**config.mk**
```make
export PLATFORM = sky130hd
export DESIGN_NAME = aeu_address_unit
export DESIGN_NICKNAME = d
export VERILOG_FILES = /design/src/rtl/aeu_pkg.sv /design/src/rtl/aeu_address_unit.sv /design/src/rtl/aeu_mode_decode.sv
export SDC_FILE = /design/constraint.sdc
export NUM_CORES = 1
export LEC_CHECK = 0
export ABC_AREA = 1
export BUFFER_PORTS_ARGS = -buffer_cell sky130_fd_sc_hd__buf_4
export CAP_MARGIN = 20
export CORE_MARGIN = 4
export CORE_UTILIZATION = 58
export CTS_CLUSTER_SIZE = 12
export DETAILED_ROUTE_END_ITERATION = 10
export PLACE_DENSITY = 0.87
export SYNTH_ARGS = -nofsm -noshare
export SYNTH_HDL_FRONTEND = slang
export SYNTH_HIERARCHICAL = 1
export SYNTH_SLANG_ARGS = --single-unit
```
**constraint.sdc**
```tcl
create_clock -name clock_i -period 4.55 [get_ports clock_i]
set_input_delay 0.6825 -clock clock_i [delete_from_list [all_inputs] [get_ports clock_i]]
set_output_delay 0.6825 -clock clock_i [all_outputs]
set_load 0.01 [all_outputs]
```
**src/rtl/aeu_pkg.sv**
```systemverilog
package aeu_pkg;

    // =========================================================
    // addressing modes and opcode classes
    typedef enum logic [3:0] {
        AEU_INHERENT_MODE = 4'h0,
        AEU_IMMEDIATE_MODE = 4'h1,
        AEU_DIRECT_MODE = 4'h2,
        AEU_EXTENDED_MODE = 4'h3,
        AEU_RELATIVE_MODE = 4'h4,
        AEU_INDEXED_MODE = 4'h5,
        AEU_INDEXED_BYTE_OFFSET_MODE = 4'h6,
        AEU_INDEXED_WORD_OFFSET_MODE = 4'h7,
        AEU_BIT_SET_CLEAR_MODE = 4'h8,
        AEU_BIT_TEST_BRANCH_MODE = 4'h9
    } aeu_mode_e;

    typedef enum logic [2:0] {
        AEU_CLASS_BIT_TEST = 3'h0,
        AEU_CLASS_BIT_MODIFY = 3'h1,
        AEU_CLASS_BRANCH = 3'h2,
        AEU_CLASS_READ_MODIFY_WRITE = 3'h3,
        AEU_CLASS_CONTROL = 3'h4,
        AEU_CLASS_REGISTER_MEMORY = 3'h5
    } aeu_class_e;

    // =========================================================
    // sequencer states, gray along idle, calc, done
    typedef enum logic [1:0] {
        AEU_IDLE = 2'b00,
        AEU_CALC = 2'b01,
        AEU_DONE = 2'b11
    } aeu_state_e;

    // =========================================================
    // upper opcode nibble codes
    localparam logic [3:0] AEU_NIB_BIT_TEST = 4'h0;
    localparam logic [3:0] AEU_NIB_BIT_MODIFY = 4'h1;
    localparam logic [3:0] AEU_NIB_BRANCH = 4'h2;
    localparam logic [3:0] AEU_NIB_RMW_DIRECT = 4'h3;
    localparam logic [3:0] AEU_NIB_RMW_ACC = 4'h4;
    localparam logic [3:0] AEU_NIB_RMW_INDEX_REG = 4'h5;
    localparam logic [3:0] AEU_NIB_RMW_BYTE_OFFSET = 4'h6;
    localparam logic [3:0] AEU_NIB_RMW_INDEXED = 4'h7;
    localparam logic [3:0] AEU_NIB_CONTROL_A = 4'h8;
    localparam logic [3:0] AEU_NIB_CONTROL_B = 4'h9;
    localparam logic [3:0] AEU_NIB_IMMEDIATE = 4'ha;
    localparam logic [3:0] AEU_NIB_DIRECT = 4'hb;
    localparam logic [3:0] AEU_NIB_EXTENDED = 4'hc;
    localparam logic [3:0] AEU_NIB_WORD_OFFSET = 4'hd;
    localparam logic [3:0] AEU_NIB_BYTE_OFFSET = 4'he;
    localparam logic [3:0] AEU_NIB_INDEXED = 4'hf;

    // =========================================================
    // program counter advances and reset values
    localparam logic [15:0] AEU_PC_STEP_1 = 16'h0001;
    localparam logic [15:0] AEU_PC_STEP_2 = 16'h0002;
    localparam logic [15:0] AEU_PC_STEP_3 = 16'h0003;
    localparam logic [7:0] AEU_PAGE_ZERO = 8'h00;
    localparam logic [7:0] AEU_BYTE_RESET = 8'h00;
    localparam logic [15:0] AEU_WORD_RESET = 16'h0000;
    localparam logic [4:0] AEU_NIBBLE_MAX = 5'h0f;

    // =========================================================
    // shared arithmetic
    function automatic logic [8:0] aeu_add8(input logic [7:0] a, input logic [7:0] b);
        aeu_add8 = {1'b0, a} + {1'b0, b};
    endfunction

    function automatic logic [15:0] aeu_sext16(input logic [7:0] b);
        aeu_sext16 = {{8{b[7]}}, b};
    endfunction

endpackage

```
**src/rtl/aeu_address_unit.sv**
```systemverilog
`timescale 1ns/10ps
module aeu_address_unit
    import aeu_pkg::*;
(
    input wire logic clock_i,
    input wire logic reset_n_i,
    input wire logic ce_i,
    input wire logic req_i,
    input wire logic [7:0] opcode_i,
    input wire logic [7:0] byte1_i,
    input wire logic [7:0] byte2_i,
    input wire logic [15:0] pc_i,
    input wire logic [7:0] index_i,
    input wire logic branch_cond_i,
    input wire logic [7:0] mem_data_i,
    input wire logic [7:0] alu_a_i,
    input wire logic [7:0] alu_b_i,
    input wire logic alu_cin_i,
    output logic ready_o,
    output logic done_o,
    output aeu_mode_e mode_o,
    output aeu_class_e class_o,
    output logic addr_valid_o,
    output logic [15:0] effective_address_o,
    output logic [7:0] addr_hi_o,
    output logic [7:0] addr_lo_o,
    output logic [15:0] next_pc_o,
    output logic branch_taken_o,
    output logic [7:0] bit_write_data_o,
    output logic carry_o,
    output logic carry_update_o,
    output logic half_carry_o
);

    // =========================================================
    // request capture
    aeu_state_e state_q;
    aeu_state_e state_d;
    logic [7:0] op_q;
    logic [7:0] b1_q;
    logic [7:0] b2_q;
    logic [15:0] pc_q;
    logic [7:0] x_q;
    logic cond_q;
    logic [7:0] mem_q;
    logic [7:0] alu_a_q;
    logic [7:0] alu_b_q;
    logic alu_cin_q;
    logic take;
    aeu_mode_e mode_w;
    aeu_class_e class_w;

    assign ready_o = (state_q == AEU_IDLE);
    assign done_o = (state_q == AEU_DONE);
    assign take = ready_o && req_i;

    always_ff @(posedge clock_i)
    begin
        if (!reset_n_i)
        begin
            op_q <= AEU_BYTE_RESET;
            b1_q <= AEU_BYTE_RESET;
            b2_q <= AEU_BYTE_RESET;
            pc_q <= AEU_WORD_RESET;
            x_q <= AEU_BYTE_RESET;
            cond_q <= 1'b0;
            mem_q <= AEU_BYTE_RESET;
            alu_a_q <= AEU_BYTE_RESET;
            alu_b_q <= AEU_BYTE_RESET;
            alu_cin_q <= 1'b0;
        end
        else if (ce_i && take)
        begin
            op_q <= opcode_i;
            b1_q <= byte1_i;
            b2_q <= byte2_i;
            pc_q <= pc_i;
            x_q <= index_i;
            cond_q <= branch_cond_i;
            mem_q <= mem_data_i;
            alu_a_q <= alu_a_i;
            alu_b_q <= alu_b_i;
            alu_cin_q <= alu_cin_i;
        end
    end

    aeu_mode_decode u_decode (
        .opcode_i(op_q),
        .mode_o(mode_w),
        .class_o(class_w)
    );

    // =========================================================
    // sequencer: one request at a time, done one cycle
    always_comb
    begin
        state_d = state_q;
        unique case (state_q)
            AEU_IDLE:
            begin
                if (req_i)
                begin
                    state_d = AEU_CALC;
                end
            end
            AEU_CALC:
            begin
                state_d = AEU_DONE;
            end
            AEU_DONE:
            begin
                state_d = AEU_IDLE;
            end
            default:
            begin
                state_d = AEU_IDLE;
            end
        endcase
    end

    always_ff @(posedge clock_i)
    begin
        if (!reset_n_i)
        begin
            state_q <= AEU_IDLE;
        end
        else if (ce_i)
        begin
            state_q <= state_d;
        end
    end

    // =========================================================
    // address and pc arithmetic
    logic [8:0] idx_sum;
    logic [7:0] hi_d;
    logic [7:0] lo_d;
    logic valid_d;
    logic [15:0] pc_d;
    logic taken_d;
    logic test_bit;
    logic [7:0] wdata_d;
    logic carry_upd_d;
    logic [4:0] nibble_sum;

    // low byte of word offset uses the second byte, byte offset the first
    assign idx_sum = aeu_add8(x_q, (mode_w == AEU_INDEXED_WORD_OFFSET_MODE) ? b2_q : b1_q);
    assign test_bit = mem_q[op_q[3:1]];
    assign nibble_sum = {1'b0, alu_a_q[3:0]} + {1'b0, alu_b_q[3:0]} + {4'h0, alu_cin_q};

    always_comb
    begin
        hi_d = AEU_PAGE_ZERO;
        lo_d = AEU_BYTE_RESET;
        valid_d = 1'b1;
        pc_d = pc_q + AEU_PC_STEP_1;
        taken_d = 1'b0;
        wdata_d = mem_q;
        carry_upd_d = 1'b0;
        unique case (mode_w)
            AEU_EXTENDED_MODE:
            begin
                hi_d = b1_q;
                lo_d = b2_q;
                pc_d = pc_q + AEU_PC_STEP_3;
            end
            AEU_INDEXED_MODE:
            begin
                lo_d = x_q;
                pc_d = pc_q + AEU_PC_STEP_1;
            end
            AEU_INDEXED_BYTE_OFFSET_MODE:
            begin
                hi_d = {7'h00, idx_sum[8]};
                lo_d = idx_sum[7:0];
                pc_d = pc_q + AEU_PC_STEP_2;
            end
            AEU_INDEXED_WORD_OFFSET_MODE:
            begin
                hi_d = b1_q + {7'h00, idx_sum[8]};
                lo_d = idx_sum[7:0];
                pc_d = pc_q + AEU_PC_STEP_3;
            end
            AEU_DIRECT_MODE:
            begin
                lo_d = b1_q;
                pc_d = pc_q + AEU_PC_STEP_2;
            end
            AEU_RELATIVE_MODE:
            begin
                valid_d = 1'b0;
                taken_d = cond_q;
                pc_d = cond_q ? (pc_q + AEU_PC_STEP_2 + aeu_sext16(b1_q))
                              : (pc_q + AEU_PC_STEP_2);
            end
            AEU_BIT_SET_CLEAR_MODE:
            begin
                // one bit changed, set when opcode bit 0 low
                lo_d = b1_q;
                pc_d = pc_q + AEU_PC_STEP_2;
                wdata_d[op_q[3:1]] = ~op_q[0];
            end
            AEU_BIT_TEST_BRANCH_MODE:
            begin
                lo_d = b1_q;
                taken_d = (test_bit == ~op_q[0]);
                // fall through at pc plus three
                pc_d = taken_d ? (pc_q + AEU_PC_STEP_3 + aeu_sext16(b2_q))
                               : (pc_q + AEU_PC_STEP_3);
                carry_upd_d = 1'b1;
            end
            AEU_IMMEDIATE_MODE:
            begin
                valid_d = 1'b0;
                pc_d = pc_q + AEU_PC_STEP_2;
            end
            AEU_INHERENT_MODE:
            begin
                valid_d = 1'b0;
            end
            default:
            begin
                valid_d = 1'b0;
            end
        endcase
    end

    // =========================================================
    // result registers, loaded in calc, held until next request
    always_ff @(posedge clock_i)
    begin
        if (!reset_n_i)
        begin
            mode_o <= AEU_INHERENT_MODE;
            class_o <= AEU_CLASS_CONTROL;
            addr_valid_o <= 1'b0;
            addr_hi_o <= AEU_BYTE_RESET;
            addr_lo_o <= AEU_BYTE_RESET;
            next_pc_o <= AEU_WORD_RESET;
            branch_taken_o <= 1'b0;
            bit_write_data_o <= AEU_BYTE_RESET;
            carry_o <= 1'b0;
            carry_update_o <= 1'b0;
            half_carry_o <= 1'b0;
        end
        else if (ce_i && state_q == AEU_CALC)
        begin
            mode_o <= mode_w;
            class_o <= class_w;
            addr_valid_o <= valid_d;
            addr_hi_o <= hi_d;
            addr_lo_o <= lo_d;
            next_pc_o <= pc_d;
            branch_taken_o <= taken_d;
            bit_write_data_o <= wdata_d;
            carry_o <= carry_upd_d ? test_bit : 1'b0;
            carry_update_o <= carry_upd_d;
            half_carry_o <= (nibble_sum > AEU_NIBBLE_MAX);
        end
    end

    assign effective_address_o = {addr_hi_o, addr_lo_o};
endmodule // aeu_address_unit

```
**src/rtl/aeu_mode_decode.sv**
```systemverilog
`timescale 1ns/10ps
module aeu_mode_decode
    import aeu_pkg::*;
(
    input wire logic [7:0] opcode_i,
    output aeu_mode_e mode_o,
    output aeu_class_e class_o
);

    // =========================================================
    // classify by upper nibble
    always_comb
    begin
        mode_o = AEU_INHERENT_MODE;
        class_o = AEU_CLASS_CONTROL;
        unique case (opcode_i[7:4])
            AEU_NIB_BIT_TEST:
            begin
                mode_o = AEU_BIT_TEST_BRANCH_MODE;
                class_o = AEU_CLASS_BIT_TEST;
            end
            AEU_NIB_BIT_MODIFY:
            begin
                mode_o = AEU_BIT_SET_CLEAR_MODE;
                class_o = AEU_CLASS_BIT_MODIFY;
            end
            AEU_NIB_BRANCH:
            begin
                mode_o = AEU_RELATIVE_MODE;
                class_o = AEU_CLASS_BRANCH;
            end
            AEU_NIB_RMW_DIRECT:
            begin
                mode_o = AEU_DIRECT_MODE;
                class_o = AEU_CLASS_READ_MODIFY_WRITE;
            end
            AEU_NIB_RMW_ACC, AEU_NIB_RMW_INDEX_REG:
            begin
                mode_o = AEU_INHERENT_MODE;
                class_o = AEU_CLASS_READ_MODIFY_WRITE;
            end
            AEU_NIB_RMW_BYTE_OFFSET:
            begin
                mode_o = AEU_INDEXED_BYTE_OFFSET_MODE;
                class_o = AEU_CLASS_READ_MODIFY_WRITE;
            end
            AEU_NIB_RMW_INDEXED:
            begin
                mode_o = AEU_INDEXED_MODE;
                class_o = AEU_CLASS_READ_MODIFY_WRITE;
            end
            AEU_NIB_CONTROL_A, AEU_NIB_CONTROL_B:
            begin
                mode_o = AEU_INHERENT_MODE;
                class_o = AEU_CLASS_CONTROL;
            end
            AEU_NIB_IMMEDIATE:
            begin
                mode_o = AEU_IMMEDIATE_MODE;
                class_o = AEU_CLASS_REGISTER_MEMORY;
            end
            AEU_NIB_DIRECT:
            begin
                mode_o = AEU_DIRECT_MODE;
                class_o = AEU_CLASS_REGISTER_MEMORY;
            end
            AEU_NIB_EXTENDED:
            begin
                mode_o = AEU_EXTENDED_MODE;
                class_o = AEU_CLASS_REGISTER_MEMORY;
            end
            AEU_NIB_WORD_OFFSET:
            begin
                mode_o = AEU_INDEXED_WORD_OFFSET_MODE;
                class_o = AEU_CLASS_REGISTER_MEMORY;
            end
            AEU_NIB_BYTE_OFFSET:
            begin
                mode_o = AEU_INDEXED_BYTE_OFFSET_MODE;
                class_o = AEU_CLASS_REGISTER_MEMORY;
            end
            AEU_NIB_INDEXED:
            begin
                mode_o = AEU_INDEXED_MODE;
                class_o = AEU_CLASS_REGISTER_MEMORY;
            end
        endcase
    end

endmodule // aeu_mode_decode

```
==> impl_results.md <==
- Post-route cell area: 0.0106 mm²
- Largest family of logic cells by synthesized area: simple AND/OR/NAND/NOR gates
- Setup TNS: 0 ns
- Cells after Synth: 1418
- H-tree depth: 4
- Post-Syn Area: 0.00896 mm²
- GRT Total Usage: 0.321
- Largest area contributor in the netlist: dfxtp_1
- Commonest cells after routing, fill and taps aside: 357 x nand2_1, 148 x a21oi_1, 148 x buf_4
- Unrepaired setup endpoints after global routing: false
- Number of distinct library cells after synthesis: 50
- Share of flip-flops with an asynchronous set or reset: 0
- Simple-gate portion of the synthesized area: 0.321
- Post-Syn Nets: 1549
- Reg2Reg Setup Slack: 0.61 ns
- Starting Density: 0.592
- Diode count: 0
- Die Wd: 132 µm
- Layout cells sized above 1: 0.163
- CTS sink count: 120
- Outcome: finished clean
- DP Area: 0.00996 mm²
- Post-CTS setup buffer count: 0
- Crit start category: register
- Ys flop type: dfxtp_1
- Ys Warns: 6
- Syn-to-layout area delta: 17.8%
- Worst path top cell family by delay: simple AND/OR/NAND/NOR gates
- Yosys reg bits: 120
- Detailed router's first-iteration violation count: 791
- Register area: 0.00240 mm²
- Sequential element share of the synthesized area: 0.268
- Mux cell area share after synthesis: 0
- DRC: 0
- Least-Margin Pin Slew: 0.725 ns
- FF-to-FF End: addr_hi_o[6]
- Maximum clock rate: 0.254 GHz
- First-pass detailed-route iteration total: 6
- Nets: 1652
- TritonCTS clock tree: built
- I/O pins: 148
- Final period utilization: 0.865
- Placed cells: 1690
- Most used cell along the critical path: nand2_1
- Max Transition Viols Final: 0
- Area fraction in compound gates after synthesis: 0.189
- Hpwl dp: 21700 µm
- Via density: 5.71
- Worst Hold Launch: bit_write_data_o[2]
- Data arrival, critical path: 4.29 ns
- Core ar.: 0.0151 mm²
- Slowest-stage cell, CP: dfxtp_1
- Reg2reg start: op_q[6]
- Worst-path cell chain: o21ai_2 > a21boi_2 > nand2_1 > nor2_4 > inv_1 > nand2_1 > o21ai_0 > ha_1 > nand2_1 > nor3_1 > nand2_1 > o211ai_1 > ha_1 > ha_1 > nand2_1 > inv_1 > nand2_1 > nor2_1 > nand3_1 > xor2_1 > nor4_1 > a21oi_1 > nor2_1
- Slew headroom: 0.517
- Synth top area cells: dfxtp_1 27%, nand2_1 15%, a21oi_1 8.3%, o21ai_0 7.2%, ha_1 6.7%
- Peak supply drop: 269 µV
- Post-DRT Antenna Nets: 0
- CTS root buf: clkbuf_16
- Avg Inst Size Synth: 6.32 µm²
- I/O Buffers: 139
- Synth top area share: 0.268
- GR Overflow Total: 0
- DIE HEIGHT: 132 µm
- TritonCTS Buffers: 17
- Power per cell area: 313 mW/mm²
- Clock buffer depth: 2
- CP Data Required Time: 4.91 ns
- Critical path class: register to register
- Post-Route WL: 28500 µm
- Buf/Inv on CP: 2
- Initial antenna violation count: 0
- Fillcell total: 1365
- Multi-input combinational cell area: 0.00560 mm²
- Post-synthesis xor/xnor area fraction: 0.0352
- Skew final: 0.00715 ns
- Worst Hold Class: register to register
- Final Util: 0.697
- Min Tclk post-route: 3.94 ns
- Slowest Stage Delay on Critical Path: 0.52 ns
- First-pass GRT wire length: 45800 µm
- Total die area: 0.0175 mm²
- P_leak: 0.00499 µW
- Endpoints failing setup: 0
- Skew-Pair Late Insertion Delay: 0.42 ns
- Commonest non-fill, non-tap cell in the layout: nand2_1
- Endpoint, Worst Hold: bit_write_data_o[2]
- GPL Wtd Cong: 0.975
- CP max FO: 13
- Max-Cap Viols: 0
- Non-filler cells, final: 1722
- WL/cell: 16.6 µm
- Fin. Hold Viols: 0
- Synth Area in Adders: 0.0782
- Post-synth EDFFs: 0
- R2R depth: 23
- Floorplan row count: 45
- Vias: 9827
- WHS Path Cells: 2
- Crit end category: register
- Largest net degree at the start of global routing: 86
- Worst-path clk slew: 0.06 ns
- Vias in the first global route: 9018
## where the power goes
| part | internal (µW) | switching [µW] |
|---|---|---|
| sequential | 1110 | 76.2 |
| combinational | 267 | 500 |
| clock | 822 | 522 |
| total | 2200 | 1100 |
## kinds of logic after synthesis
family	after synthesis
compound gates	321
xor+xnor	36
fa+ha+maj	53
buf+inv	229
flops	120
simple gates	659
## synth_stat cells (all sizes together), types with 5 or more instances
| master | number |
|---|---|
| xor2 | 28 |
| xnor2 | 8 |
| nor3 | 10 |
| dfxtp | 120 |
| o21ai | 143 |
| buf | 34 |
| a21oi | 149 |
| o211ai | 9 |
| nand3 | 90 |
| or2 | 6 |
| clkbuf | 30 |
| inv | 164 |
| nand2 | 371 |
| o22ai | 5 |
| nand4 | 23 |
| nor2 | 147 |
| fa | 5 |
| ha | 48 |
## cell type report
| cell class | instances | share of cell area |
|---|---|---|
| inverters | 165 | 0.0589 |
| clock buffers | 18 | 0.0416 |
| clock inverters | 14 | 0.0138 |
| flip-flops and latches | 120 | 0.228 |
| well taps | 188 | 0.0223 |
| repair buffers | 148 | 0.105 |
| multi-input cells | 1069 | 0.531 |
## layer usage
metal / global-route usage / vias to the layer above / wire length, µm
met5: 0 / - / 0
met4: 0.132 / 0 / 1110
met3: 0.0664 / 82 / 2650
met2: 0.521 / 447 / 13100
met1: 0.419 / 4455 / 11700
li1: - / 4843 / -
## what timing repair did
item | CTS | global route
gates resized for setup | 0 | 2
hold buffers | 0 | 0
setup endpoints to repair | 0 | 1
## metrics by stage
stage               power, µW  worst slack, ns  hold WS [ns]
floorplan                1720            0.797         0.443
global placement         1940            0.587         0.456
detailed placement       1960            0.460         0.468
CTS                      3290            0.415         0.472
global route             3450           0.0850         0.484
finish                   3300            0.613         0.475
## worst reg2reg max path, stage by stage (launching register included)
cell and delay, ns:
dfxtp_1 0.52, o21ai_2 0.13, a21boi_2 0.27, nand2_1 0.13, nor2_4 0.28, inv_1 0.15, nand2_1 0.07, o21ai_0 0.10
ha_1 0.38, nand2_1 0.10, nor3_1 0.14, nand2_1 0.08, o211ai_1 0.15, ha_1 0.25, ha_1 0.17, nand2_1 0.06
inv_1 0.07, nand2_1 0.06, nor2_1 0.13, nand3_1 0.10, xor2_1 0.16, nor4_1 0.20, a21oi_1 0.08, nor2_1 0.10
## sequential cells by signal, summed over array words and instances (netlist names), 2 cells and up
register	cells
state_q	2
alu_a_q	4
x_q	8
pc_q	16
class_o	3
mode_o	4
addr_lo_o	8
alu_b_q	4
op_q	8
bit_write_data_o	8
mem_q	8
next_pc_o	16
b2_q	8
b1_q	8
addr_hi_o	8
## how the worst max path moves through the flow
| stage | startpoint | to | slack [ns] | cells after the start |
|---|---|---|---|---|
| after floorplan | op_q[6] | addr_hi_o[6] | 0.80 | 23 |
| after global placement | op_q[5] | addr_hi_o[6] | 0.59 | 23 |
| after detailed placement | op_q[5] | addr_hi_o[6] | 0.46 | 23 |
| after CTS | op_q[6] | addr_hi_o[6] | 0.41 | 23 |
| after global routing | op_q[5] | addr_hi_o[6] | 0.09 | 25 |
| final | op_q[6] | addr_hi_o[6] | 0.61 | 23 |
No activity file was read; power rests on OpenSTA's default activity.
